$ cat src/ccpwm_pkg.sv
// Functional notes
// - Sixteen-bit up-counter, free-running or modulo.
// - Counter reads never disturb counting.
// - Three-bit select picks divider or external clock.
// - Active capture edge copies counter to channel.
// - Capture raises channel request when enabled.
// - Compare match sets, clears or toggles pin.
// - Compare match raises channel request when enabled.
// - Unbuffered value writes take effect at once.
// - Link bit joins channels onto channel 0 pin.
// - Last written value set takes over at overflow.
// - Linked pair uses channel 0 control; pin 1 released.
// - Toggle on overflow makes modulo-period PWM.
// - PWM period is modulo plus one ticks.
// - Mode and edge/level field decodes as specified.
// - Link bit wins over other mode bit.
// - Without overflow toggle, clear on compare stays at 0% duty.
// - Max duty plus overflow toggle gives 100% duty.
// - Overflow sets flag, counter restarts from zero.
// - Channel flag set on capture or compare.
package ccpwm_pkg;
   // -----------------------------------------------------------------
   // Register byte offsets.
   // -----------------------------------------------------------------
   localparam logic [7:0] OFS_STATUS  = 8'h00; // Unit status and control.
   localparam logic [7:0] OFS_COUNT   = 8'h04; // Counter value, read only.
   localparam logic [7:0] OFS_MODULO  = 8'h08; // Counter modulo value.
   localparam logic [7:0] OFS_CH0_CTL = 8'h0c; // Channel 0 control.
   localparam logic [7:0] OFS_CH0_VAL = 8'h10; // Channel 0 value.
   localparam logic [7:0] OFS_CH1_CTL = 8'h14; // Channel 1 control.
   localparam logic [7:0] OFS_CH1_VAL = 8'h18; // Channel 1 value.
   // -----------------------------------------------------------------
   // Field positions.
   // -----------------------------------------------------------------
   localparam int B_FLAG  = 7; // Overflow flag or channel event flag.
   localparam int B_IE    = 6; // Interrupt enable.
   localparam int B_HALT  = 5; // Counter halt in the status register.
   localparam int B_CRST  = 4; // Counter reset, write only.
   localparam int B_MODEB = 5; // Mode select high bit (link on channel 0).
   localparam int B_MODEA = 4; // Mode select low bit.
   localparam int B_ELSB  = 3; // Edge/level select high bit.
   localparam int B_ELSA  = 2; // Edge/level select low bit.
   localparam int B_TOV   = 1; // Toggle on overflow.
   localparam int B_MAX   = 0; // Maximum duty force.
   // -----------------------------------------------------------------
   // Reset values and encodings.
   // -----------------------------------------------------------------
   localparam logic [15:0] MODULO_RST = 16'hffff; // Free-running.
   localparam logic [2:0]  PS_EXT     = 3'h7;     // External clock code.
   localparam logic [1:0]  ELS_TOGGLE = 2'h1;     // Toggle on compare.
   localparam logic [1:0]  ELS_CLEAR  = 2'h2;     // Clear on compare.
   localparam logic [1:0]  ELS_SET    = 2'h3;     // Set on compare.
   localparam logic [1:0]  RESP_OKAY  = 2'h0;     // Bus answer: okay.
   localparam logic [1:0]  RESP_SLV   = 2'h2;     // Bus answer: error.
   localparam logic [6:0]  PRE_ONES   = 7'h7f;    // Divider mask base.
endpackage

$ cat src/ccpwm_top.sv
// The AXI4-Lite interface to the registers and the register offsets were chosen for this implementation.
`timescale 1ns/1ps
module ccpwm_top (
   // Clock and reset.
   input  wire logic        clk,
   input  wire logic        sys_rst,
   // Write address channel.
   input  wire logic [7:0]  s_axi_awaddr,
   input  wire logic        s_axi_awvalid,
   output logic             s_axi_awready,
   // Write data channel.
   input  wire logic [31:0] s_axi_wdata,
   input  wire logic [3:0]  s_axi_wstrb,
   input  wire logic        s_axi_wvalid,
   output logic             s_axi_wready,
   // Write response channel.
   output logic [1:0]       s_axi_bresp,
   output logic             s_axi_bvalid,
   input  wire logic        s_axi_bready,
   // Read address channel.
   input  wire logic [7:0]  s_axi_araddr,
   input  wire logic        s_axi_arvalid,
   output logic             s_axi_arready,
   // Read data channel.
   output logic [31:0]      s_axi_rdata,
   output logic [1:0]       s_axi_rresp,
   output logic             s_axi_rvalid,
   input  wire logic        s_axi_rready,
   // Channel pins and external count clock.
   input  wire logic [1:0]  chan_pin_in,
   output logic [1:0]       chan_pin_out,
   output logic [1:0]       chan_pin_oe,
   input  wire logic        ext_count_clock_pin,
   // Interrupt requests.
   output logic             overflow_irq_req,
   output logic [1:0]       channel_irq_req
);
   // ----------------------------------------------------------------
   // Decode helpers.
   // ----------------------------------------------------------------
   // Tells whether a byte address hits one of the seven registers.
   function automatic logic is_mapped(input logic [7:0] a);
      is_mapped = (a[1:0] == 2'h0) && (a <= ccpwm_pkg::OFS_CH1_VAL);
   endfunction

   // Merges a 16-bit value with the low two byte lanes of a write.
   function automatic logic [15:0] merge16(input logic [15:0] old,
                                           input logic [31:0] d,
                                           input logic [3:0]  s);
      merge16 = {s[1] ? d[15:8] : old[15:8], s[0] ? d[7:0] : old[7:0]};
   endfunction

   // ----------------------------------------------------------------
   // Bus slave state.
   // ----------------------------------------------------------------
   logic [7:0]  aw_addr_q;   // Held write address.
   logic        aw_v_q;      // Write address held.
   logic [31:0] w_data_q;    // Held write data.
   logic [3:0]  w_strb_q;    // Held write strobes.
   logic        w_v_q;       // Write data held.
   logic        awready_q;   // Address ready.
   logic        wready_q;    // Data ready.
   logic        bvalid_q;    // Response pending.
   logic [1:0]  bresp_q;     // Response code.
   logic        arready_q;   // Read address ready.
   logic        rvalid_q;    // Read data pending.
   logic [31:0] rdata_q;     // Read data.
   logic [1:0]  rresp_q;     // Read response code.

   wire aw_take  = s_axi_awvalid & awready_q;
   wire w_take   = s_axi_wvalid & wready_q;
   wire wr_fire  = aw_v_q & w_v_q & ~bvalid_q;
   wire aw_v_n   = (aw_v_q | aw_take) & ~wr_fire;
   wire w_v_n    = (w_v_q | w_take) & ~wr_fire;
   wire ar_take  = s_axi_arvalid & arready_q;
   wire rvalid_n = ar_take | (rvalid_q & ~s_axi_rready);
   wire wr_ok    = wr_fire & is_mapped(aw_addr_q);
   wire rd_ok    = ar_take & is_mapped(s_axi_araddr);

   // Per-register write and read strobes.
   // Control and status writes need byte lane 0 of the held strobes.
   wire wr_stat = wr_ok & w_strb_q[0] & (aw_addr_q == ccpwm_pkg::OFS_STATUS);
   wire wr_mod  = wr_ok & (aw_addr_q == ccpwm_pkg::OFS_MODULO);
   wire rd_stat = rd_ok & (s_axi_araddr == ccpwm_pkg::OFS_STATUS);

   // Accepts address and data in either order and answers once both
   // are held; one read and one write may be under way together.
   always_ff @(posedge clk or posedge sys_rst) begin
      if (sys_rst) begin
         aw_v_q    <= 1'b0;
         w_v_q     <= 1'b0;
         aw_addr_q <= 8'h00;
         w_data_q  <= 32'h0000_0000;
         w_strb_q  <= 4'h0;
         awready_q <= 1'b0;
         wready_q  <= 1'b0;
         bvalid_q  <= 1'b0;
         bresp_q   <= ccpwm_pkg::RESP_OKAY;
      end else begin
         aw_v_q    <= aw_v_n;
         w_v_q     <= w_v_n;
         awready_q <= ~aw_v_n;
         wready_q  <= ~w_v_n;
         if (aw_take) begin
            aw_addr_q <= s_axi_awaddr;
         end
         if (w_take) begin
            w_data_q <= s_axi_wdata;
            w_strb_q <= s_axi_wstrb;
         end
         // Unmapped addresses answer with a slave error.
         if (wr_fire) begin
            bvalid_q <= 1'b1;
            bresp_q  <= wr_ok ? ccpwm_pkg::RESP_OKAY : ccpwm_pkg::RESP_SLV;
         end else if (s_axi_bready) begin
            bvalid_q <= 1'b0;
         end
      end
   end

   // ----------------------------------------------------------------
   // Counter, prescaler and unit status.
   // ----------------------------------------------------------------
   logic [15:0] cnt_q;       // Counter value.
   logic [15:0] mod_q;       // Counter modulo value.
   logic [6:0]  pre_q;       // Prescaler divider.
   logic [2:0]  ps_q;        // Prescale select.
   logic        halt_q;      // Counter halt.
   logic        ovf_ie_q;    // Overflow interrupt enable.
   logic        ovf_flag_q;  // Overflow flag.
   logic        ovf_arm_q;   // Flag read while set, clear allowed.
   logic [2:0]  ext_s_q;     // External clock synchroniser and delay.

   wire [7:0] wd8      = w_data_q[7:0];
   wire       crst     = wr_stat & wd8[ccpwm_pkg::B_CRST];
   wire [6:0] pre_mask = ccpwm_pkg::PRE_ONES >> (ccpwm_pkg::PS_EXT - ps_q);
   wire       ext_rise = ext_s_q[1] & ~ext_s_q[2];
   // Tick from the selected divider tap or the external clock.
   wire       tick     = (ps_q == ccpwm_pkg::PS_EXT) ? ext_rise
                         : ((pre_q & pre_mask) == pre_mask);
   wire       tick_run = tick & ~halt_q;
   wire       ovf_ev   = tick_run & (cnt_q == mod_q);

   // Prescaler always runs unless halted or reset by software.
   always_ff @(posedge clk or posedge sys_rst) begin
      if (sys_rst) begin
         pre_q   <= 7'h00;
         ext_s_q <= 3'h0;
      end else begin
         ext_s_q <= {ext_s_q[1:0], ext_count_clock_pin};
         if (crst) begin
            pre_q <= 7'h00;
         end else if (~halt_q) begin
            pre_q <= pre_q + 7'h01;
         end
      end
   end

   // Counts up to the modulo value, then restarts from zero.
   always_ff @(posedge clk or posedge sys_rst) begin
      if (sys_rst) begin
         cnt_q <= 16'h0000;
      end else if (crst) begin
         cnt_q <= 16'h0000;
      end else if (ovf_ev) begin
         cnt_q <= 16'h0000;
      end else if (tick_run) begin
         cnt_q <= cnt_q + 16'h0001;
      end
   end

   // Status fields, modulo value and the overflow flag handshake.
   always_ff @(posedge clk or posedge sys_rst) begin
      if (sys_rst) begin
         mod_q      <= ccpwm_pkg::MODULO_RST;
         ps_q       <= 3'h0;
         halt_q     <= 1'b1;
         ovf_ie_q   <= 1'b0;
         ovf_flag_q <= 1'b0;
         ovf_arm_q  <= 1'b0;
      end else begin
         if (wr_mod) begin
            mod_q <= merge16(mod_q, w_data_q, w_strb_q);
         end
         if (wr_stat) begin
            ps_q     <= wd8[2:0];
            halt_q   <= wd8[ccpwm_pkg::B_HALT];
            ovf_ie_q <= wd8[ccpwm_pkg::B_IE];
         end
         // A new overflow wins over a clear in the same cycle.
         if (ovf_ev) begin
            ovf_flag_q <= 1'b1;
            ovf_arm_q  <= 1'b0;
         end else if (wr_stat & ovf_arm_q & ~wd8[ccpwm_pkg::B_FLAG]) begin
            ovf_flag_q <= 1'b0;
            ovf_arm_q  <= 1'b0;
         end else if (rd_stat & ovf_flag_q) begin
            ovf_arm_q <= 1'b1;
         end
      end
   end

   // ----------------------------------------------------------------
   // Channels.
   // ----------------------------------------------------------------
   logic [7:0]  ctl_q [2];   // Channel control fields.
   logic [15:0] val_q [2];   // Channel value registers.
   logic        last_q;      // Value set written last in linked mode.
   logic        sel_q;       // Value set now driving the linked output.

   // Link bit on channel 0 wins over its other mode bit.
   wire link = ctl_q[0][ccpwm_pkg::B_MODEB];

   // Tracks which value set drives the linked output; hand-over only
   // happens at overflow.
   always_ff @(posedge clk or posedge sys_rst) begin
      if (sys_rst) begin
         last_q <= 1'b0;
         sel_q  <= 1'b0;
      end else begin
         if (wr_ok & (aw_addr_q == ccpwm_pkg::OFS_CH0_VAL)) begin
            last_q <= 1'b0;
         end else if (wr_ok & (aw_addr_q == ccpwm_pkg::OFS_CH1_VAL)) begin
            last_q <= 1'b1;
         end
         if (~link) begin
            sel_q <= 1'b0;
         end else if (ovf_ev) begin
            sel_q <= last_q;
         end
      end
   end

   genvar gi;
   generate
      for (gi = 0; gi < 2; gi++) begin : g_ch
         logic [2:0] pin_s_q;  // Pin synchroniser and edge delay.
         logic       arm_q;    // Flag read while set.
         logic       pin_q;    // Pin output level.
         logic       oe_q;     // Pin output enable.
         logic       irq_q;    // Request output.

         wire [7:0]  c       = ctl_q[gi];
         wire [7:0]  ctl_ofs = (gi == 0) ? ccpwm_pkg::OFS_CH0_CTL
                                         : ccpwm_pkg::OFS_CH1_CTL;
         wire [7:0]  val_ofs = (gi == 0) ? ccpwm_pkg::OFS_CH0_VAL
                                         : ccpwm_pkg::OFS_CH1_VAL;
         // Channel 1 is idle while the pair is linked.
         wire        active  = (gi == 0) | ~link;
         wire [1:0]  els     = c[ccpwm_pkg::B_ELSB:ccpwm_pkg::B_ELSA];
         // Both mode bits clear selects capture.
         wire        capmode = ~c[ccpwm_pkg::B_MODEB] & ~c[ccpwm_pkg::B_MODEA];
         wire [15:0] cmp_val = ((gi == 0) & sel_q) ? val_q[1] : val_q[gi];
         wire        rise    = pin_s_q[1] & ~pin_s_q[2];
         wire        fall    = ~pin_s_q[1] & pin_s_q[2];
         // Captures are held off while the counter is halted.
         wire        cap_ev  = active & capmode & ~halt_q
                               & ((els[0] & rise) | (els[1] & fall));
         wire        match   = active & ~capmode & tick_run
                               & (cnt_q == cmp_val);
         wire        ev      = cap_ev | match;
         wire        wr_ctl  = wr_ok & w_strb_q[0] & (aw_addr_q == ctl_ofs);
         wire        wr_val  = wr_ok & (aw_addr_q == val_ofs);
         wire        rd_ctl  = rd_ok & (s_axi_araddr == ctl_ofs);
         wire        tov     = c[ccpwm_pkg::B_TOV];
         wire        force_h = tov & c[ccpwm_pkg::B_MAX];

         // Control, value and event flag; an event beats a clear.
         always_ff @(posedge clk or posedge sys_rst) begin
            if (sys_rst) begin
               ctl_q[gi] <= 8'h00;
               val_q[gi] <= 16'h0000;
               arm_q     <= 1'b0;
               pin_s_q   <= 3'h0;
            end else begin
               pin_s_q <= {pin_s_q[1:0], chan_pin_in[gi]};
               if (wr_ctl) begin
                  ctl_q[gi][6:0] <= wd8[6:0];
               end
               if (cap_ev) begin
                  val_q[gi] <= cnt_q;
               end else if (wr_val) begin
                  val_q[gi] <= merge16(val_q[gi], w_data_q, w_strb_q);
               end
               if (ev) begin
                  ctl_q[gi][ccpwm_pkg::B_FLAG] <= 1'b1;
                  arm_q <= 1'b0;
               end else if (wr_ctl & arm_q & ~wd8[ccpwm_pkg::B_FLAG]) begin
                  ctl_q[gi][ccpwm_pkg::B_FLAG] <= 1'b0;
                  arm_q <= 1'b0;
               end else if (rd_ctl & c[ccpwm_pkg::B_FLAG]) begin
                  arm_q <= 1'b1;
               end
            end
         end

         // Drives the pin in compare mode; toggle on overflow takes precedence
         // over a compare landing on the same tick.
         always_ff @(posedge clk or posedge sys_rst) begin
            if (sys_rst) begin
               pin_q <= 1'b0;
               oe_q  <= 1'b0;
               irq_q <= 1'b0;
            end else begin
               oe_q  <= active & ~capmode & (els != 2'h0);
               irq_q <= c[ccpwm_pkg::B_FLAG] & c[ccpwm_pkg::B_IE];
               if (~active | capmode) begin
                  pin_q <= pin_q;
               end else if (force_h) begin
                  pin_q <= ~els[0];
               end else if (ovf_ev & tov) begin
                  pin_q <= ~pin_q;
               end else if (match) begin
                  case (els)
                     ccpwm_pkg::ELS_TOGGLE: pin_q <= ~pin_q;
                     ccpwm_pkg::ELS_CLEAR:  pin_q <= 1'b0;
                     ccpwm_pkg::ELS_SET:    pin_q <= 1'b1;
                     default:               pin_q <= pin_q;
                  endcase
               end
            end
         end

         assign chan_pin_out[gi]    = pin_q;
         assign chan_pin_oe[gi]     = oe_q;
         assign channel_irq_req[gi] = irq_q;
      end
   endgenerate

   // ----------------------------------------------------------------
   // Read path.
   // ----------------------------------------------------------------
   logic [31:0] rd_word;     // Selected register contents.
   logic        ovf_irq_q;   // Overflow request.

   wire [7:0] stat_rd = {ovf_flag_q, ovf_ie_q, halt_q, 2'h0, ps_q};

   // Selects the register; counter reads have no side effect.
   always_comb begin
      case (s_axi_araddr)
         ccpwm_pkg::OFS_STATUS:  rd_word = {24'h000000, stat_rd};
         ccpwm_pkg::OFS_COUNT:   rd_word = {16'h0000, cnt_q};
         ccpwm_pkg::OFS_MODULO:  rd_word = {16'h0000, mod_q};
         ccpwm_pkg::OFS_CH0_CTL: rd_word = {24'h000000, ctl_q[0]};
         ccpwm_pkg::OFS_CH0_VAL: rd_word = {16'h0000, val_q[0]};
         ccpwm_pkg::OFS_CH1_CTL: rd_word = {24'h000000, ctl_q[1]};
         ccpwm_pkg::OFS_CH1_VAL: rd_word = {16'h0000, val_q[1]};
         default:                rd_word = 32'h0000_0000;
      endcase
   end

   // Captures read data and the overflow request.
   always_ff @(posedge clk or posedge sys_rst) begin
      if (sys_rst) begin
         arready_q <= 1'b0;
         rvalid_q  <= 1'b0;
         rdata_q   <= 32'h0000_0000;
         rresp_q   <= ccpwm_pkg::RESP_OKAY;
         ovf_irq_q <= 1'b0;
      end else begin
         arready_q <= ~rvalid_n;
         rvalid_q  <= rvalid_n;
         ovf_irq_q <= ovf_flag_q & ovf_ie_q;
         if (ar_take) begin
            rdata_q <= rd_word;
            rresp_q <= rd_ok ? ccpwm_pkg::RESP_OKAY : ccpwm_pkg::RESP_SLV;
         end
      end
   end

   assign s_axi_awready    = awready_q;
   assign s_axi_wready     = wready_q;
   assign s_axi_bvalid     = bvalid_q;
   assign s_axi_bresp      = bresp_q;
   assign s_axi_arready    = arready_q;
   assign s_axi_rvalid     = rvalid_q;
   assign s_axi_rdata      = rdata_q;
   assign s_axi_rresp      = rresp_q;
   assign overflow_irq_req = ovf_irq_q;
endmodule // ccpwm_top

$ cat config.mk
export PLATFORM = sky130hd
export DESIGN_NAME = ccpwm_top
export DESIGN_NICKNAME = d
export VERILOG_FILES = /design/src/ccpwm_pkg.sv /design/src/ccpwm_top.sv
export SDC_FILE = /design/constraint.sdc
export NUM_CORES = 1
export LEC_CHECK = 0
export ABC_AREA = 1
export BUFFER_PORTS_ARGS = -buffer_cell sky130_fd_sc_hd__clkbuf_2
export CAP_MARGIN = 20
export CORE_UTILIZATION = 45
export DETAILED_ROUTE_END_ITERATION = 7
export HOLD_SLACK_MARGIN = 0.06
export PLACE_DENSITY = 0.67
export SLEW_MARGIN = 25
export SYNTH_ARGS = -nofsm -noshare
export SYNTH_HDL_FRONTEND = slang
export SYNTH_SLANG_ARGS = --single-unit
export TNS_END_PERCENT = 30
$ cat constraint.sdc
create_clock -name clk -period 5.7 [get_ports clk]
set_clock_uncertainty 0.05 [all_clocks]
set_input_delay 1.14 -clock clk [delete_from_list [all_inputs] [get_ports clk]]
set_output_delay 1.14 -clock clk [all_outputs]
set_load 0.02 [all_outputs]
==> impl_metrics.py, run 1 <==
metrics = {
    "worst_hold_path": {
        "hold_class": "reg2reg",
        "hold_depth": 0,
        "hp-start": "ext_s_q[0]$_DFF_PP0_",
    },
    "floorplanning": {
        "coreArea_mm2": 0.0197,
        "dieArea_mm2": 0.0208,
        "die_x_um": 144,
        "num_rows": 51,
        "fp.dieH_um": 144,
        "io_pins": 110,
        "start_util_pct": 46.2,
    },
    "clock_tree": {
        "htree_levels": 4,
        "clkTransAtPathRegs_ps": 70,
        "cts_setup_buffers": 0,
        "post_cts_resized": 0,
        "cts_tree": "done",
        "cts_made_buffers": 17,
        "cts_root_buffer": "clkbuf_16",
        "clkLatencyLatePin_ps": 430,
        "cts_hold_buffers": 0,
        "cts.path.max_buffers": 2,
        "cts.sinks": 164,
    },
    "setup_path": {
        "crit_start": "s_axi_araddr[5]",
        "cp_slowest_cell": "nand2_1",
        "cpMostUsedCell": "nand2_1",
        "cp-start-kind": "input port",
        "cp_cell_sequence": "clkbuf_2 -> nor2_1 -> nand2_1 -> nor2_1 -> nand2_1 -> o221ai_1 -> o21ai_0 -> nand2_1",
        "worst-path-stages": 8,
        "path_delay_family": "simple AND/OR/NAND/NOR gates",
        "critPathMaxFanout": 16,
        "cp.arrival_ps": 3120,
        "r2r_start": "cnt_q[12]$_DFFE_PP0P_",
        "worstPathRequired_ps": 6020,
        "max_stage_delay_ps": 610,
        "crit_type": "in2reg",
        "end_kind": "flop",
        "cp_num_buf_inv": 1,
        "r2r_cells": 11,
    },
    "route": {
        "firstDrtPassIters": 7,
        "drc": 0,
        "wl_per_cell_um": 16.1,
        "viasPerCell": 5.33,
        "drt_wl_total_mm": 24.7,
        "ant_nets": 0,
        "vias": 8190,
        "drtIter0Drc": 820,
    },
    "finish": {
        "layout_common_cells": "nand2_1 (401), dfrtp_1 (147), inv_1 (138), o21ai_0 (106), nor2_1 (79)",
        "fin_nets": 1323,
        "antenna_cells": 0,
        "fillers": 1953,
        "fin_util_pct": 51.5,
        "area.growth.synth_to_final_pct": 11.3,
        "drive_above_1_share_pct": 14.0,
        "layout_commonest_cell": "nand2_1",
    },
    "timing": {
        "finalCriticalPeriod_ps": 2810,
        "finalCritPeriodShare_pct": 49.2,
        "tightest_slew_ps": 882,
        "setup_viol": 0,
        "finalHoldViolations": 0,
        "slew_headroom_pct": 41.1,
        "rsz0062_at_grt": "false",
        "max_freq_ghz": 0.356,
        "finalMaxSlewViolations": 0,
        "tns_ps": 0,
    },
    "synthesis": {
        "syn_avg_cell_area_um2": 7.49,
        "synth_seq_cells": 164,
        "ys_seq_area_share_pct": 45.4,
        "synthAdderAreaFrac_pct": 0.275,
        "synth-compound-area-share_pct": 13.9,
        "netlist_area_mm2": 0.00909,
        "synth_top_cell_by_area": "dfrtp_1",
        "synth_top_family_by_area": "simple AND/OR/NAND/NOR gates",
        "synth_area_leaders": "dfrtp_1 (40%), nand2_1 (17%), o21ai_0 (5.8%)",
        "synth_warnings": 0,
        "syn-instance-count": 1213,
        "synth_xor_area_share_pct": 1.64,
        "synth_simple_gate_area_share_pct": 27.8,
        "synth.area.mux_share_pct": 0,
        "synth_cell_type_count": 51,
        "netlist.area_leader.share_pct": 40.5,
    },
    "global_route": {
        "grt_pass1_vias": 7432,
        "grt-ovfl-total": 0,
        "grt_usage_pct": 25.2,
        "grt_pass1_wl_mm": 39.3,
        "antenna_found_initial": 0,
        "grt_max_degree": 79,
    },
    "power": {
        "p_sw_share_pct": 34.9,
        "sequentialPowerShare_pct": 40.1,
        "intPower_mw": 2.41,
        "p_leak_nw": 5.02,
        "vdd_drop_max_mv": 0.237,
        "p_sw_mw": 1.29,
        "pwr-share-clk_pct": 35.2,
        "p_per_area_mw_per_mm2": 366,
        "p_comb_share_pct": 24.7,
    },
    "place": {
        "place_congestion": 0.890,
        "portBuffers": 73,
        "hpwl_mm": 17.3,
    },
    "job": {
        "maxCapViolations": 0,
    },
    "outcome": {
        "status": "finished, final reports clean",
    },
}
[cell type report]
cell class / count / area (um2) / share of cell area (%)
well taps: 265 / 332 / 3.28
multi-input cells: 850 / 4040 / 39.9
inverters: 148 / 561 / 5.54
clock inverters: 14 / 223 / 2.20
clock buffers: 18 / 439 / 4.34
repair buffers: 78 / 403 / 3.98
flip-flops and latches: 164 / 4130 / 40.8
[final timing paths]
kind                                                     end  slack [ps]
worst max-delay path              s_axi_rdata[7]$_DFFE_PP0P_        2890
worst min-delay path                    ext_s_q[1]$_DFF_PP0_         300
worst max register to register             sel_q$_DFFE_PP0P_        3090
worst min register to register          ext_s_q[1]$_DFF_PP0_         300
max in group asynchronous               pre_q[5]$_DFFE_PP0P_        3750
min in group asynchronous       g_ch[0].pin_s_q[0]$_DFF_PP0_         750
[cell families after synthesis]
kind of cell / after synthesis
AOI/OAI and AO/OA: 215
buffers and inverters: 216
adders and majority gates: 2
DFF: 164
xor gates and xnor gates: 17
other: 1
and+or+nand+nor: 598
[registers in the layout, indices dropped and copies added, names as in the netlist, 3 cells and up]
register / flops
s_axi_rdata: 16
ps_q: 3
cnt_q: 16
mod_q: 16
pre_q: 6
val_q: 16
g_ch.pin_s_q: 6
ext_s_q: 3
g_ch.cmp_val: 16
w_data_q: 16
g_ch.c: 16
aw_addr_q: 8
[metrics by stage]
step / hold slack [ps] / setup slack [ps] / instance area (um2) / power [mW] / instances
floorplan: 281 / 105 / 9150 / 2.15 / 1230
global placement: 284 / 2510 / 9460 / 2.39 / 1505
detailed placement: 287 / 2510 / 9460 / 2.41 / 1505
CTS: 301 / 2950 / 10100 / 3.72 / 1537
global route: 315 / 2770 / 10100 / 3.91 / 1537
finish: 301 / 2890 / 10100 / 3.71 / 1537
[layer usage]
| layer | global-route usage, % | wire length (um) |
|---|---|---|
| met5 | 0 | 0 |
| met4 | 9.97 | 574 |
| met3 | 4.14 | 2100 |
| met2 | 37.7 | 10700 |
| met1 | 36.3 | 11300 |
[power by group through the flow]
stage               Sequential [mW]  Clock (mW)  Combinational [mW]
global placement               1.50           0               0.892
CTS                            1.48        1.32               0.914
floorplan                      1.49           0               0.662
finish                         1.49        1.31               0.915
detailed placement             1.50           0               0.908
global route                   1.51        1.36                1.04
[synthesized netlist by cell type (all sizes together)]
cell	number
o22ai	13
o21a	1
dfrtp	147
o31ai	1
o2111ai	6
buf	49
conb	1
xnor2	1
a31oi	2
nor3b	3
ha	2
or2	4
nor2	81
a21oi	22
dfstp	17
xor2	16
nor2b	1
and2	1
clkinv	1
a221oi	2
o21ai	143
nand3b	2
clkbuf	19
inv	147
nand4	18
o221ai	6
nor3	13
a21o	1
nand2	415
nor4	6
o211ai	16
o21bai	2
nand3	54
Power figures use the tool's default switching activity.
==> run 2: changes to the inputs <==
--- a/config.mk
+++ b/config.mk
@@ -11,7 +11,7 @@
 export CORE_UTILIZATION = 45
 export DETAILED_ROUTE_END_ITERATION = 7
 export HOLD_SLACK_MARGIN = 0.06
-export PLACE_DENSITY = 0.67
+export PLACE_DENSITY = 0.64
 export SLEW_MARGIN = 25
 export SYNTH_ARGS = -nofsm -noshare
 export SYNTH_HDL_FRONTEND = slang
==> constraint.sdc (replaced) <==
create_clock -name clk -period 2.75 [get_ports clk]
set_clock_uncertainty 0.05 [all_clocks]
set_input_delay 0.55 -clock clk [delete_from_list [all_inputs] [get_ports clk]]
set_output_delay 0.55 -clock clk [all_outputs]
set_load 0.02 [all_outputs]
==> run 2 against run 1 <==
Net effect:
- clock-buffer cell count rose by 2
- die area unchanged
- via count is 0.77% lower
- core utilization rose by 0.52 points
- sequential share of layout area shrank 0.41 points
- global-route usage is 0.52 points higher
- total power up 97%
- clock power rose by 71%
- worst setup slack lost 2500 ps
==> impl_metrics.py, run 2 (synthesis results as in run 1) <==
metrics = {
    "setup_path": {
        "cp-start-kind": "flop",
        "critPathMaxFanout": 16,
        "r2r_cells": 8,
        "crit_type": "reg2reg",
        "cp_slowest_cell": "nand2_1",
        "cp_num_buf_inv": 1,
        "cp_cell_sequence": "inv_1 -> nor2_1 -> nand2_1 -> o21ai_0 -> nand4_1 -> nand2_1 -> o211ai_1 -> o21a_1",
        "cp.arrival_ps": 2570,
        "rrSetupSlack_ps": 440,
        "end_kind": "flop",
        "path_delay_family": "simple AND/OR/NAND/NOR gates",
        "worstPathRequired_ps": 3010,
        "cpMostUsedCell": "nand2_1",
        "max_stage_delay_ps": 640,
        "worst-path-stages": 8,
    },
    "route": {
        "ant_nets": 0,
        "vias": 8127,
        "wl_per_cell_um": 16.1,
        "drtIter0Drc": 617,
        "drt_wl_total_mm": 25.1,
        "drc": 0,
        "firstDrtPassIters": 5,
        "viasPerCell": 5.21,
    },
    "global_route": {
        "grt_max_degree": 83,
        "grt-ovfl-total": 0,
        "antenna_found_initial": 0,
        "grt_usage_pct": 25.7,
        "grt_pass1_vias": 7495,
        "grt_pass1_wl_mm": 40.0,
    },
    "job": {
        "maxCapViolations": 0,
    },
    "timing": {
        "setup_viol": 0,
        "finalCritPeriodShare_pct": 84.0,
        "slew_headroom_pct": 55.2,
        "layout_setup_ws_ps": 441,
        "tns_ps": 0,
        "max_freq_ghz": 0.433,
        "finalHoldViolations": 0,
        "whs_ps": 175,
        "finalMaxSlewViolations": 0,
        "finalCriticalPeriod_ps": 2310,
        "rsz0062_at_grt": "false",
        "tightest_slew_ps": 671,
    },
    "clock_tree": {
        "cts.sinks": 164,
        "clkTransAtPathRegs_ps": 60,
        "cts_tree": "done",
        "cts_root_buffer": "clkbuf_16",
        "cts.path.max_buffers": 2,
        "clkLatencyLatePin_ps": 430,
        "post_cts_resized": 0,
        "htree_levels": 4,
        "cts_hold_buffers": 1,
        "cts_setup_buffers": 0,
        "cts_made_buffers": 17,
    },
    "power": {
        "p_leak_nw": 5.08,
        "vdd_drop_max_mv": 0.462,
        "total_power_mw": 7.29,
        "p_per_area_mw_per_mm2": 714,
    },
    "finish": {
        "drive_above_1_share_pct": 15.2,
        "fin_nets": 1348,
        "layout_commonest_cell": "nand2_1",
        "layout_common_cells": "nand2_1 (401), dfrtp_1 (147), inv_1 (138), o21ai_0 (106), nor2_1 (79)",
        "area.growth.synth_to_final_pct": 12.5,
        "antenna_cells": 0,
    },
    "worst_hold_path": {
        "hold_class": "in2reg",
        "hold_depth": 1,
    },
    "floorplanning": {
        "coreArea_mm2": 0.0197,
        "start_util_pct": 46.2,
        "dieArea_mm2": 0.0208,
        "num_rows": 51,
        "fp.dieH_um": 144,
        "die_x_um": 144,
        "io_pins": 110,
    },
    "place": {
        "pre_cts_slack_ps": 441,
        "hpwl_mm": 18.3,
        "place_congestion": 0.905,
        "portBuffers": 73,
    },
    "outcome": {
        "status": "finished, final reports clean",
    },
}
==> run 2: changes by cell type in the layout (fill, tap and decap cells not counted), sizes merged <==
| cell | previous run | this run |
|---|---|---|
| clkinvlp | 2 | 4 |
| clkbuf | 91 | 93 |
| dlygate4sd3 | 0 | 1 |
| buf | 5 | 29 |
| inv | 152 | 146 |
| clkinv | 3 | 7 |
| bufinv | 5 | 1 |
==> run 2: metal layers <==
layer / part of all wire (%) / wire [um] / GRT usage [%] / up-vias
li1: - / - / - / 3985
met1: 48 / 12000 / 37.2 / 3794
met2: 43 / 10900 / 38.7 / 317
met3: 7.3 / 1830 / 5.33 / 31
met4: 1.6 / 395 / 7.45 / 0
met5: 0 / 0 / 0 / -
==> run 2: cell type report <==
class	instances	area, um2
fillers	1931	9430
flip-flops and latches	164	4130
multi-input cells	850	4030
repair buffers	103	631
inverters	148	559
clock buffers	20	457
well taps	265	332
clock inverters	10	86.3
==> run 2: stage by stage <==
stage               util (%)  area [um2]  cells
global route            52.0       10200   1560
global placement        49.2        9670   1529
floorplan                  -        9160   1230
CTS                     52.0       10200   1560
finish                  52.0       10200   1560
detailed placement      49.2        9670   1529
==> run 2: worst register-to-register path, cell delays in order, from the launching register on <==
cell and delay, ps:
dfrtp_1 360, inv_1 100, nor2_1 120, nand2_1 50, o21ai_0 100, nand4_1 470, nand2_1 650, o211ai_1 170
o21a_1 140
==> run 2: worst paths after layout <==
check	to	startpoint
max	g_ch[1].cmp_val[14]$_DFFE_PP0P_	g_ch[1].c[2]$_DFFE_PP0N_
min	ext_s_q[0]$_DFF_PP0_	ext_count_clock_pin
max reg2reg	g_ch[1].cmp_val[14]$_DFFE_PP0P_	g_ch[1].c[2]$_DFFE_PP0N_
min reg2reg	g_ch[0].pin_s_q[1]$_DFF_PP0_	g_ch[0].pin_s_q[0]$_DFF_PP0_
max in group asynchronous	mod_q[10]$_DFFE_PP1P_	sys_rst
min in group asynchronous	aw_addr_q[2]$_DFFE_PP0P_	sys_rst
==> run 2: power by group <==
part / switching, mW / leakage [nW] / internal [mW]
sequential: 0.274 / 2.12 / 2.81
clock: 0.962 / 0.263 / 1.28
combinational: 1.38 / 2.70 / 0.597
